==> src/pic_pkg.sv <==
// Summary of operation
// - Thresholds are compared with the IR or the proximity reading as the mode selects.
// - A mode change clears the persistence counter.
// - The LED is driven steadily or as a 360 kHz half-duty square wave per bit 6.
// - Bits 5 and 4 of the second command register pick one of four LED currents.
// - A detection cycle runs three sensing phases one after another.
// - The LED is on only in the proximity phase.
// - The device answers at a fixed 7-bit address that cannot be changed.
// - The flag sets after m consecutive out-of-window cycles, m from the persist field; a single-shot cycle's return to power-down clears the count.
// - The flag holds until a first command register write completes without a threshold event in the same cycle, then clears.
// - Mode codes 000, 010, 011, 110 and 111 are valid; the rest are reserved.
// - Low threshold resets to zero at 04/05, high threshold to all ones at 06/07.
package pic_pkg;
   localparam int unsigned ADDR_W   = 8;
   localparam logic [5:0] IDX_CMD1  = 6'h00;
   localparam logic [5:0] IDX_CMD2  = 6'h01;
   localparam logic [5:0] IDX_DLSB  = 6'h02;
   localparam logic [5:0] IDX_DMSB  = 6'h03;
   localparam logic [5:0] IDX_LTL   = 6'h04;
   localparam logic [5:0] IDX_LTM   = 6'h05;
   localparam logic [5:0] IDX_HTL   = 6'h06;
   localparam logic [5:0] IDX_HTM   = 6'h07;
   localparam logic [5:0] IDX_STAT  = 6'h08;
   localparam logic [5:0] IDX_CLR   = 6'h09;
   localparam logic [5:0] IDX_EN    = 6'h0A;
   localparam logic [5:0] IDX_ADDR  = 6'h0B;
   localparam logic [7:0] RST_LT    = 8'h00;
   localparam logic [7:0] RST_HT    = 8'hFF;
   localparam logic [6:0] BUS_ADDR  = 7'h44;
   localparam logic [2:0] MODE_OFF  = 3'h0;
   localparam logic [2:0] MODE_IR1  = 3'h2;
   localparam logic [2:0] MODE_PX1  = 3'h3;
   localparam logic [2:0] MODE_IRC  = 3'h6;
   localparam logic [2:0] MODE_PXC  = 3'h7;
   localparam logic [4:0] PERS_1    = 5'h01;
   localparam logic [4:0] PERS_4    = 5'h04;
   localparam logic [4:0] PERS_8    = 5'h08;
   localparam logic [4:0] PERS_16   = 5'h10;
   localparam logic [15:0] LEN_16   = 16'hFFFF;
   localparam logic [15:0] LEN_12   = 16'h0FFF;
   localparam logic [15:0] LEN_8    = 16'h00FF;
   localparam logic [15:0] LEN_4    = 16'h000F;
   localparam int unsigned CLK_KHZ  = 125000;
   localparam int unsigned MOD_KHZ  = 360;
   localparam logic [7:0] MOD_HALF  = 8'(CLK_KHZ / (2 * MOD_KHZ) - 1);
   localparam int unsigned STAT_THR = 0;
   localparam int unsigned STAT_DONE = 1;
   localparam logic [1:0] RESP_OK   = 2'h0;
   localparam logic [1:0] RESP_ERR  = 2'h2;
   typedef struct packed {
      logic [2:0] mode;
      logic [1:0] rsvd;
      logic       flag;
      logic [1:0] persist;
   } pic_cmd1_t;
   typedef struct packed {
      logic       scheme;
      logic       mod_en;
      logic [1:0] current;
      logic [1:0] res;
      logic [1:0] range;
   } pic_cmd2_t;
   typedef enum logic [3:0] {
      SEQ_IDLE = 4'b0001,
      SEQ_IR1  = 4'b0010,
      SEQ_PROX = 4'b0100,
      SEQ_IR2  = 4'b1000
   } pic_seq_t;
endpackage

==> src/pic_top.sv <==
module pic_top (
   input  wire logic        aclk,
   input  wire logic        aresetn,
   input  wire logic        ce,
   input  wire logic [7:0]  awaddr,
   input  wire logic        awvalid,
   output logic             awready,
   input  wire logic [31:0] wdata,
   input  wire logic [3:0]  wstrb,
   input  wire logic        wvalid,
   output logic             wready,
   output logic [1:0]       bresp,
   output logic             bvalid,
   input  wire logic        bready,
   input  wire logic [7:0]  araddr,
   input  wire logic        arvalid,
   output logic             arready,
   output logic [31:0]      rdata,
   output logic [1:0]       rresp,
   output logic             rvalid,
   input  wire logic        rready,
   input  wire logic        osc_clk,
   input  wire logic [15:0] adc_code,
   output logic             led_drive_output,
   output logic [1:0]       led_current_sel,
   output logic [1:0]       adc_resolution,
   output logic [1:0]       adc_range,
   output logic             adc_integrate,
   output logic             adc_prox_phase,
   output logic             int_n_o,
   output logic             int_n_oe,
   output logic             irq
);
   logic              aw_hold, w_hold, w_lane, bvalid_q, rvalid_q;
   logic              next_aw_hold, next_w_hold, next_w_lane, next_bvalid, next_rvalid;
   logic [5:0]        aw_idx, next_aw_idx, rd_idx, next_rd_idx;
   logic [7:0]        w_byte, next_w_byte, rd_val;
   logic [1:0]        bresp_q, next_bresp, rresp_q, next_rresp;
   logic [31:0]       rdata_q, next_rdata;
   logic              wr_do, wr_ok, wr_cmd1, mode_wr_chg;
   pic_pkg::pic_cmd1_t cmd1, next_cmd1;
   pic_pkg::pic_cmd2_t cmd2, next_cmd2;
   logic [15:0]       lt, next_lt, ht, next_ht, data, next_data;
   logic [1:0]        stat, next_stat, en, next_en;
   logic [4:0]        pcnt, next_pcnt, pers_m;
   logic              thr_set, out_win, hw_off;
   pic_pkg::pic_seq_t seq, next_seq;
   logic [15:0]       ph_cnt, next_ph_cnt, ph_len, ir_val, next_ir_val;
   logic [15:0]       prox_val, next_prox_val, res_val;
   logic [7:0]        mod_cnt, next_mod_cnt;
   logic              mod_lvl, next_mod_lvl, led, next_led;
   logic [2:0]        osc_s, next_osc_s;
   logic              osc_lvl, next_osc_lvl, osc_rise, cyc_end;
   logic              mode_valid, is_prox, is_once;

   // Readiness drops with the clock enable so no beat is taken while state is frozen.
   assign awready = ce && !aw_hold && !bvalid_q;
   assign wready  = ce && !w_hold && !bvalid_q;
   assign arready = ce && !rvalid_q;
   assign bvalid  = bvalid_q;
   assign bresp   = bresp_q;
   assign rvalid  = rvalid_q;
   assign rresp   = rresp_q;
   assign rdata   = rdata_q;
   assign wr_do   = ce && aw_hold && w_hold && !bvalid_q;
   assign wr_ok   = wr_do && w_lane;
   assign wr_cmd1 = wr_ok && (aw_idx == pic_pkg::IDX_CMD1);
   assign mode_wr_chg = wr_cmd1 && (w_byte[7:5] != cmd1.mode);

   always_comb begin
      case (araddr[7:2])
         pic_pkg::IDX_CMD1: rd_val = {cmd1.mode, 2'b00, cmd1.flag, cmd1.persist};
         pic_pkg::IDX_CMD2: rd_val = cmd2;
         pic_pkg::IDX_DLSB: rd_val = data[7:0];
         pic_pkg::IDX_DMSB: rd_val = data[15:8];
         pic_pkg::IDX_LTL:  rd_val = lt[7:0];
         pic_pkg::IDX_LTM:  rd_val = lt[15:8];
         pic_pkg::IDX_HTL:  rd_val = ht[7:0];
         pic_pkg::IDX_HTM:  rd_val = ht[15:8];
         pic_pkg::IDX_STAT: rd_val = {6'b00_0000, stat};
         pic_pkg::IDX_EN:   rd_val = {6'b00_0000, en};
         pic_pkg::IDX_ADDR: rd_val = {1'b0, pic_pkg::BUS_ADDR};
         default:           rd_val = 8'h00;
      endcase
   end

   always_comb begin
      next_aw_hold = aw_hold;
      next_aw_idx  = aw_idx;
      next_w_hold  = w_hold;
      next_w_byte  = w_byte;
      next_w_lane  = w_lane;
      next_bvalid  = bvalid_q;
      next_bresp   = bresp_q;
      next_rvalid  = rvalid_q;
      next_rdata   = rdata_q;
      next_rresp   = rresp_q;
      next_rd_idx  = rd_idx;
      if (awvalid && awready) begin
         next_aw_hold = 1'b1;
         next_aw_idx  = awaddr[7:2];
      end
      if (wvalid && wready) begin
         next_w_hold = 1'b1;
         next_w_byte = wdata[7:0];
         next_w_lane = wstrb[0];
      end
      if (wr_do) begin
         next_aw_hold = 1'b0;
         next_w_hold  = 1'b0;
         next_bvalid  = 1'b1;
         next_bresp   = (aw_idx > pic_pkg::IDX_ADDR) ? pic_pkg::RESP_ERR : pic_pkg::RESP_OK;
      end else if (bvalid_q && bready && ce) begin
         next_bvalid = 1'b0;
      end
      if (arvalid && arready) begin
         next_rvalid = 1'b1;
         next_rdata  = {24'h00_0000, rd_val};
         next_rd_idx = araddr[7:2];
         next_rresp  = (araddr[7:2] > pic_pkg::IDX_ADDR) ? pic_pkg::RESP_ERR : pic_pkg::RESP_OK;
      end else if (rvalid_q && rready && ce) begin
         next_rvalid = 1'b0;
      end
   end

   always_ff @(posedge aclk) begin
      if (!aresetn) begin
         aw_hold  <= 1'b0;
         aw_idx   <= 6'h00;
         w_hold   <= 1'b0;
         w_byte   <= 8'h00;
         w_lane   <= 1'b0;
         bvalid_q <= 1'b0;
         bresp_q  <= 2'h0;
         rvalid_q <= 1'b0;
         rdata_q  <= 32'h0000_0000;
         rresp_q  <= 2'h0;
         rd_idx   <= 6'h00;
      end else if (ce) begin
         aw_hold  <= next_aw_hold;
         aw_idx   <= next_aw_idx;
         w_hold   <= next_w_hold;
         w_byte   <= next_w_byte;
         w_lane   <= next_w_lane;
         bvalid_q <= next_bvalid;
         bresp_q  <= next_bresp;
         rvalid_q <= next_rvalid;
         rdata_q  <= next_rdata;
         rresp_q  <= next_rresp;
         rd_idx   <= next_rd_idx;
      end
   end

   always_comb begin
      case (cmd1.persist)
         2'b00:   pers_m = pic_pkg::PERS_1;
         2'b01:   pers_m = pic_pkg::PERS_4;
         2'b10:   pers_m = pic_pkg::PERS_8;
         default: pers_m = pic_pkg::PERS_16;
      endcase
   end

   always_comb begin
      next_cmd1 = cmd1;
      next_cmd2 = cmd2;
      next_lt   = lt;
      next_ht   = ht;
      next_data = data;
      next_stat = stat;
      next_en   = en;
      next_pcnt = pcnt;
      thr_set   = 1'b0;
      out_win   = (res_val < lt) || (res_val > ht);
      hw_off    = cyc_end && is_once;
      if (cyc_end) begin
         next_data = res_val;
         if (out_win) begin
            if (5'(pcnt + 5'h01) >= pers_m) begin
               thr_set = 1'b1;
            end else begin
               next_pcnt = 5'(pcnt + 5'h01);
            end
         end else begin
            next_pcnt = 5'h00;
         end
      end
      if (hw_off) begin
         next_cmd1.mode = pic_pkg::MODE_OFF;
      end
      if (wr_ok) begin
         case (aw_idx)
            pic_pkg::IDX_CMD1: begin
               next_cmd1.mode    = w_byte[7:5];
               next_cmd1.persist = w_byte[1:0];
            end
            pic_pkg::IDX_CMD2: next_cmd2 = w_byte;
            pic_pkg::IDX_LTL:  next_lt[7:0] = w_byte;
            pic_pkg::IDX_LTM:  next_lt[15:8] = w_byte;
            pic_pkg::IDX_HTL:  next_ht[7:0] = w_byte;
            pic_pkg::IDX_HTM:  next_ht[15:8] = w_byte;
            pic_pkg::IDX_CLR:  next_stat = stat & ~w_byte[1:0];
            pic_pkg::IDX_EN:   next_en = w_byte[1:0];
            default:           next_en = en;
         endcase
      end
      if (wr_cmd1) begin
         next_cmd1.flag = 1'b0;
      end
      if (thr_set) begin
         next_cmd1.flag = 1'b1;
         next_stat[pic_pkg::STAT_THR] = 1'b1;
      end
      if (cyc_end) begin
         next_stat[pic_pkg::STAT_DONE] = 1'b1;
      end
      if (next_cmd1.mode != cmd1.mode) begin
         next_pcnt = 5'h00;
      end
   end

   always_ff @(posedge aclk) begin
      if (!aresetn) begin
         cmd1 <= '0;
         cmd2 <= '0;
         lt   <= {pic_pkg::RST_LT, pic_pkg::RST_LT};
         ht   <= {pic_pkg::RST_HT, pic_pkg::RST_HT};
         data <= 16'h0000;
         stat <= 2'b00;
         en   <= 2'b00;
         pcnt <= 5'h00;
      end else if (ce) begin
         cmd1 <= next_cmd1;
         cmd2 <= next_cmd2;
         lt   <= next_lt;
         ht   <= next_ht;
         data <= next_data;
         stat <= next_stat;
         en   <= next_en;
         pcnt <= next_pcnt;
      end
   end

   assign is_prox = (cmd1.mode == pic_pkg::MODE_PX1) || (cmd1.mode == pic_pkg::MODE_PXC);
   assign is_once = (cmd1.mode == pic_pkg::MODE_IR1) || (cmd1.mode == pic_pkg::MODE_PX1);
   assign mode_valid = is_prox || is_once || (cmd1.mode == pic_pkg::MODE_IRC);
   assign res_val = is_prox ? prox_val : ir_val;
   // The oscillator is sampled, so it must stay well below half the bus clock rate.
   assign osc_rise = (osc_s[1] == osc_s[2]) && osc_s[2] && !osc_lvl;

   always_comb begin
      case (cmd2.res)
         2'b00:   ph_len = pic_pkg::LEN_16;
         2'b01:   ph_len = pic_pkg::LEN_12;
         2'b10:   ph_len = pic_pkg::LEN_8;
         default: ph_len = pic_pkg::LEN_4;
      endcase
   end

   always_comb begin
      next_osc_s    = {osc_s[1:0], osc_clk};
      next_osc_lvl  = (osc_s[1] == osc_s[2]) ? osc_s[2] : osc_lvl;
      next_seq      = seq;
      next_ph_cnt   = ph_cnt;
      next_ir_val   = ir_val;
      next_prox_val = prox_val;
      cyc_end       = 1'b0;
      case (seq)
         pic_pkg::SEQ_IDLE: begin
            next_ph_cnt = 16'h0000;
            if (mode_valid) begin
               next_seq = pic_pkg::SEQ_IR1;
            end
         end
         pic_pkg::SEQ_IR1, pic_pkg::SEQ_PROX, pic_pkg::SEQ_IR2: begin
            if (osc_rise && ph_cnt == ph_len) begin
               next_ph_cnt = 16'h0000;
               if (seq == pic_pkg::SEQ_IR1) begin
                  next_ir_val = adc_code;
                  next_seq    = pic_pkg::SEQ_PROX;
               end else if (seq == pic_pkg::SEQ_PROX) begin
                  next_prox_val = adc_code;
                  next_seq      = pic_pkg::SEQ_IR2;
               end else begin
                  cyc_end  = 1'b1;
                  next_seq = pic_pkg::SEQ_IDLE;
               end
            end else if (osc_rise) begin
               next_ph_cnt = 16'(ph_cnt + 16'h0001);
            end
         end
         default: next_seq = pic_pkg::SEQ_IDLE;
      endcase
      // A mode change or reserved code abandons the cycle rather than mixing readings.
      if (mode_wr_chg || !mode_valid) begin
         next_seq = pic_pkg::SEQ_IDLE;
         cyc_end  = 1'b0;
      end
      next_mod_cnt = 8'h00;
      next_mod_lvl = 1'b1;
      if (seq == pic_pkg::SEQ_PROX) begin
         next_mod_lvl = mod_lvl;
         if (mod_cnt == pic_pkg::MOD_HALF) begin
            next_mod_lvl = !mod_lvl;
         end else begin
            next_mod_cnt = 8'(mod_cnt + 8'h01);
         end
      end
      next_led = (seq == pic_pkg::SEQ_PROX) && is_prox && (!cmd2.mod_en || mod_lvl);
   end

   always_ff @(posedge aclk) begin
      if (!aresetn) begin
         osc_s    <= 3'b000;
         osc_lvl  <= 1'b0;
         seq      <= pic_pkg::SEQ_IDLE;
         ph_cnt   <= 16'h0000;
         ir_val   <= 16'h0000;
         prox_val <= 16'h0000;
         mod_cnt  <= 8'h00;
         mod_lvl  <= 1'b1;
         led      <= 1'b0;
      end else if (ce) begin
         osc_s    <= next_osc_s;
         osc_lvl  <= next_osc_lvl;
         seq      <= next_seq;
         ph_cnt   <= next_ph_cnt;
         ir_val   <= next_ir_val;
         prox_val <= next_prox_val;
         mod_cnt  <= next_mod_cnt;
         mod_lvl  <= next_mod_lvl;
         led      <= next_led;
      end
   end

   assign led_drive_output = led;
   assign led_current_sel  = cmd2.current;
   assign adc_resolution   = cmd2.res;
   assign adc_range        = cmd2.range;
   assign adc_integrate    = (seq != pic_pkg::SEQ_IDLE);
   assign adc_prox_phase   = (seq == pic_pkg::SEQ_PROX) && is_prox;
   assign int_n_o          = 1'b0;
   assign int_n_oe         = cmd1.flag;
   assign irq              = |(stat & en);
endmodule

==> config.mk <==
export PLATFORM = sky130hd
export DESIGN_NAME = pic_top
export DESIGN_NICKNAME = d
export VERILOG_FILES = /design/src/pic_pkg.sv /design/src/pic_top.sv
export SDC_FILE = /design/constraint.sdc
export NUM_CORES = 1
export LEC_CHECK = 0
export BUFFER_PORTS_ARGS = -buffer_cell sky130_fd_sc_hd__buf_2
export CAP_MARGIN = 25
export CORE_MARGIN = 1
export CORE_UTILIZATION = 50
export DETAILED_ROUTE_END_ITERATION = 16
export MAX_ROUTING_LAYER = met4
export PLACE_DENSITY_LB_ADDON = 0.25
export SYNTH_ARGS = -nofsm -noshare
export SYNTH_HDL_FRONTEND = slang
export SYNTH_SLANG_ARGS = --single-unit
==> constraint.sdc <==
create_clock -name aclk -period 3.8 [get_ports aclk]
set_clock_uncertainty 0.1 [all_clocks]
set_input_delay 0.76 -clock aclk [delete_from_list [all_inputs] [get_ports aclk]]
set_output_delay 0.76 -clock aclk [all_outputs]
set_load 0.005 [all_outputs]
Word-level counts from Yosys, hierarchy flattened
Index checks and enable logic that the tools add are counted.
{ "totals": {"mem_bits_rw": 0, "mem_bits_ro": 0, "output_inout_bits": 53, "register_bits": 168, "latch_bits": 0, "word_cells": 218, "memories": 0} }
{ "op_classes": {"bitwise": 4, "eq_ne": 40, "order_cmp": 5, "reduce_logical": 82, "addsub": 3, "mul": 0, "shift": 0, "muxes": 48, "div_mod_pow": 0} }
{ "ops": {"columns": ["op", "count"], "rows": [
  ["$pmux W8 S11", 1],
  ["$eq A6 B3 Y1 const B", 8],
  ["$mux W16", 3],
  ["$pmux W16 S3", 1],
  ["$reduce_and A3 Y1", 12],
  ["$pmux W16 S2", 1],
  ["$eq A6 B4 Y1 const B", 5],
  ["$logic_and A1 B1 Y1", 24],
  ["$reduce_and A2 Y1", 12],
  ["$mux W1", 22],
  ["$reduce_bool A2 Y1", 11],
  ["$mux W4", 5],
  ["$mux W5", 4],
  ["$add A16 B1 Y16 const B", 1],
  ["$eq A16 B16 Y1", 1],
  ["$gt A16 B16 Y1", 1],
  ["$lt A16 B16 Y1", 1],
  ["$mux W8", 2],
  ["$pmux W5 S3", 1],
  ["$eq A6 B1 Y1 const B", 2],
  ["$eq A6 B2 Y1 const B", 2],
  ["$gt A6 B4 Y1 const B", 2],
  ["$logic_not A6 Y1", 2],
  ["$mux W3", 3],
  ["other kinds (30)", 55]
]} }

Depth between registers and ports, before layout
{ "logic_depth": {"depth_word": 15, "mapped_depth": 12} }

Worst setup path before layout
OpenSTA, ideal clock, no wires.
{ "synth_path": {"kind": "register to register", "startpoint": "register cmd1[6] (netlist name)", "endpoint": "register cmd1 (netlist bit int_n_oe)", "t_arrival_ns": 3.050, "required_ns": 3.568, "path_slack_ns": 0.518, "period_less_slack_ns": 3.282, "path_stages_with_launch": 13, "path_cell_list": "dfxtp_1 clkbuf_1 nand2_1 clkbuf_1 mux2_2 ha_1 and4_1 and3_1 a221o_1 o31ai_1 nand2_1 or3b_1 a21oi_1"} }
{ "synth_between": {"elab_cells_between_ends": 22, "cone_classes": "order compare: 2; eq/ne: 5; mux: 5; reduce/logical: 10"} }
{ "synth_rtl": {"columns": ["element", "line", "rtl"], "rows": [
  ["from (decl)", "pic_top.sv:41", "pic_pkg::pic_cmd1_t cmd1, next_cmd1;"],
  ["from (signal assigned)", "pic_top.sv:232", "cmd1 <= next_cmd1;"],
  ["$eq A3 B2 Y1 / $eq A3 B3 Y1 (equally long branches)", "pic_top.sv:243", "assign is_prox = (cmd1.mode == pic_pkg::MODE_PX1) || (cmd1.mode == pic_pkg::MODE_PXC);"],
  ["$logic_or A1 B1 Y1 *", "pic_top.sv:243", null],
  ["$mux W16 *", "pic_top.sv:246", "assign res_val = is_prox ? prox_val : ir_val;"],
  ["named net res_val[9]", "pic_top.sv:49", "logic [15:0] prox_val, next_prox_val, res_val;"],
  ["$lt A16 B16 Y1 / $gt A16 B16 Y1 (equally long branches)", "pic_top.sv:173", "out_win = (res_val < lt) || (res_val > ht);"],
  ["$logic_or A1 B1 Y1 *", "pic_top.sv:173", null],
  ["$mux W1 *", "pic_top.sv:177", "if (out_win) begin"],
  ["$mux W1 *", "pic_top.sv:175", "if (cyc_end) begin"],
  ["$reduce_bool A2 Y1 (no source line)", null, null],
  ["$reduce_and A2 Y1 (no source line)", null, null]
]} }
Mark *: on every way through the listed nets, which the timed path passes. The rest lies on a longest branch.
A chain may end at the register's enable or synchronous reset.

Final worst setup path
{ "layout_path": {"startpoint": "register cmd1[5] (netlist name)", "endpoint": "register stat[0]"} }
{ "layout_between": {"elab_cells_between_ends": 23, "cone_classes": "order compare: 2; eq/ne: 5; mux: 5; reduce/logical: 11"} }
{ "layout_rtl": {"columns": ["element", "line", "rtl"], "rows": [
  ["$eq A3 B2 Y1 / $eq A3 B3 Y1 (equally long branches)", "pic_top.sv:243", null],
  ["$logic_or A1 B1 Y1 *", "pic_top.sv:243", null],
  ["$mux W16 *", "pic_top.sv:246", null],
  ["named net res_val[9]", "pic_top.sv:49", null],
  ["$lt A16 B16 Y1 / $gt A16 B16 Y1 (equally long branches)", "pic_top.sv:173", null],
  ["$logic_or A1 B1 Y1 *", "pic_top.sv:173", null],
  ["$mux W1 *", "pic_top.sv:177", null],
  ["$mux W1 *", "pic_top.sv:175", null],
  ["$reduce_bool A2 Y1 (no source line)", null, null],
  ["$reduce_and A3 Y1 (no source line)", null, null],
  ["to (signal assigned)", "pic_top.sv:237", "stat <= next_stat;"],
  ["to (decl)", "pic_top.sv:44", "logic [1:0] stat, next_stat, en, next_en;"]
]} }
Marks and branches as above.

==> impl_metrics.yaml <==
setup_path:
  slowest_delay_ps: 420
  r2r_setup_slack_ps: 430
  reg2regPathDepth: 11
  worst-setup-path-type: "register to register"
  worst_path_max_delay_cell: "mux2_2"
  path_depth: 11
  critPathLaunchType: "register"
  path_delay_family: "simple AND/OR/NAND/NOR gates"
  worstPathRequired_ps: 3990
  timing.rr.end: "stat[0]$_SDFFE_PN0P_"
  crit_end: "stat[0]$_SDFFE_PN0P_"
  cp_max_fo: 16
  endpoint_kind: "register"
  crit_path_start: "cmd1[5]$_SDFFE_PN0P_"
  timing.critical_path.buf_inv: 1
  r2r_start: "cmd1[5]$_SDFFE_PN0P_"
  arrival_ps: 3560
  cp_common_cell: "nand2_1"
  crit_chain: "nand2_1, buf_4, mux2_2, ha_1, and4_1, and3_1, a221o_1, o31ai_1, nand2_1, or3b_1, a21oi_1"
logic_synthesis:
  synth_edf_count: 0
  synth-seq-cells: 166
  netlist_area_sq_um: 8613
  async_reset_ff_frac: 0
  syn_inst: 1027
  synth_top_area_share: 0.3858
  ys.flop_type: "dfxtp_1"
  synth_top_cell_by_area: "dfxtp_1"
  ys_seq_area_frac: 0.3858
  ys_warn_count: 0
  synth_top_cells_by_area: "dfxtp_1, mux2i_1, nand2_1"
  syn_area_per_cell_sq_um: 8.387
  ys_types: 59
timing:
  setup_tns_ps: 0
  rsz0062_at_grt: "false"
  worstMarginPinSlew_ps: 751.8
  layout_min_cycle_time_ps: 3373
  hold_viol: 0
  finalCritPeriodShare: 0.8876
  hold_ws_ps: 349.6
  relSlewSlack: 0.4917
  setup_viol: 0
  fmax_mhz: 296.5
  finalMaxSlewViolations: 0
die:
  coreArea_sq_um: 16700
  rows: 47
  start_util: 0.5157
  die_x_microns: 133.3
  pin_count: 130
  die_h_microns: 133.3
  die-area_sq_um: 17760
status:
  status: "complete, no violations"
cts:
  htreeDepth: 4
  ctsResizeCount: 0
  postCtsSetupBuffers: 0
  cts_tree: "built"
  cts_hold_buffers: 0
  clockBufferDepth: 2
  cts.sinks: 166
  cts_buffers: 17
  clk_pin_slew_worst_paths_ps: 60
  clock-root-buffer: "clkbuf_16"
  clk-insertion-delay-late_ps: 430
finish:
  synthToLayoutAreaGrowth_pct: 11.45
  diodes: 0
  layout_commonest_cell: "dfxtp_1"
  final_cell_mix: "dfxtp_1, nand2_1, nor2_1, a21oi_1, buf_2"
  drive_gt1_frac: 0.1419
  layout.nets: 1189
routing:
  drt-met1-wl_microns: 10230
  drcViolationCount: 0
  wirelength_microns: 21340
  drtIter0Drc: 620
  highest_layer: "met4"
  avgRoutedWirePerCell_microns: 16.35
  num_vias: 7196
  drtAntennaViolNets: 0
  dr.pass1.iters: 5
  dr_wl_met2_microns: 9643
  wl_met3_microns: 1133
  routed_via_density: 5.514
min_path:
  min_path_type: "register to register"
grt:
  grt_pass1_vias: 6560
  gr-total-overflow: 0
  antenna_found_initial: 0
  grt_use_total: 0.2548
  grt_pass1_wl_microns: 34450
  grt_max_degree: 119
placed_design:
  hpwl_microns: 14800
  io_buffers: 71
  routabilityCongestion: 0.8950
pwr:
  p_per_area_nw_per_um2: 380.9
  vdd_ir_drop_max_uv: 357.0
  p_leak_nw: 4.018
run:
  drv_cap: 0
report_power, final:
part	internal [mW]	switching, mW
Sequential	1.75	0.0235
Combinational	0.0592	0.106
Clock	1.00	0.711
Yosys cell counts, drive strengths merged, types with 3 or more instances:
cell type,n
dfxtp,166
nand2,152
nor2,123
a21oi,92
mux2i,61
clkbuf,46
inv,41
buf,40
ha,40
o21ai,28
nand3,26
nor3,26
nand4,18
mux2,17
xor2,16
xnor2,13
nand2b,10
a22o,9
a21o,8
a22oi,8
mux4,8
and2,7
or4,7
and3,5
nor2b,5
nor4b,5
and4,4
nor3b,4
o211ai,4
or4b,4
a221oi,3
a2bb2oi,3
or2,3
or3,3
metal layers:
layer / up-vias / GRT usage
met1: 3388 / 0.3424
met3: 28 / 0.04871
met2: 214 / 0.3903
li1: 3566 / -
met4: 0 / 0.07008
met5: - / -
cell type report:
type	count	area (sq um)
fillers	1540	7102
multi-input cells	760	4781
flip-flops and latches	166	3323
repair buffers	86	480.5
clock buffers	21	460.4
well taps	220	275.3
inverters	41	155.1
clock inverters	11	123.9
worst min-delay path by stage:
stage,startpoint,endpoint,slack [ps],depth (start not counted)
2_1_floorplan,ir_val[0]$_SDFFE_PN0P_,ir_val[0]$_SDFFE_PN0P_,330,2
3_3_place_gp,ir_val[1]$_SDFFE_PN0P_,ir_val[1]$_SDFFE_PN0P_,330,2
3_5_place_dp,ir_val[12]$_SDFFE_PN0P_,ir_val[12]$_SDFFE_PN0P_,340,2
4_1_cts,ir_val[12]$_SDFFE_PN0P_,ir_val[12]$_SDFFE_PN0P_,350,2
5_1_grt,ir_val[14]$_SDFFE_PN0P_,ir_val[14]$_SDFFE_PN0P_,370,2
6_report,ir_val[12]$_SDFFE_PN0P_,ir_val[12]$_SDFFE_PN0P_,350,2
sequential cells by signal, indices dropped and copies added, names as in the netlist, 2 cells and up:
register,count
data,16
ht,16
ir_val,16
lt,16
ph_cnt,16
prox_val,16
mod_cnt,8
rdata,8
w_byte,8
aw_idx,6
cmd1,5
pcnt,5
seq,4
osc_s,3
adc_range,2
adc_resolution,2
cmd2,2
en,2
led_current_sel,2
stat,2
per-stage QoR:
step | instance area (sq um) | total power [mW] | utilization | std cells | setup slack (ps)
global route | 9599 | 3.770 | 0.5748 | 1305 | 237.3
finish | 9599 | 3.656 | 0.5748 | 1305 | 427.3
CTS | 9599 | 3.672 | 0.5748 | 1305 | 436.9
global placement | 9015 | 1.978 | 0.5398 | 1273 | 481.1
detailed placement | 9015 | 1.980 | 0.5398 | 1273 | 444.3
floorplan | 8711 | 1.933 | - | 1053 | 518.2
cells by family after synthesis:
family                   Yosys count  share of synthesized area
AO/OA/AOI/OAI                    168                     0.1169
XOR/XNOR                          29                    0.02949
AND/OR/NAND/NOR                  410                     0.2204
flip-flops                       166                     0.3858
buffers and inverters            127                    0.07045
multiplexers                      86                     0.1184
adder cells (fa/ha/maj)           40                    0.05811
other                              1                  0.0004354
worst register-to-register path, cell delays in order, from the launching register on:
cell and delay (ps):
dfxtp_1 410, nand2_1 100, buf_4 250, mux2_2 440, ha_1 300, and4_1 210, and3_1 180, a221o_1 340
o31ai_1 350, nand2_1 240, or3b_1 240, a21oi_1 60
(Power assumes the default switching activity.)
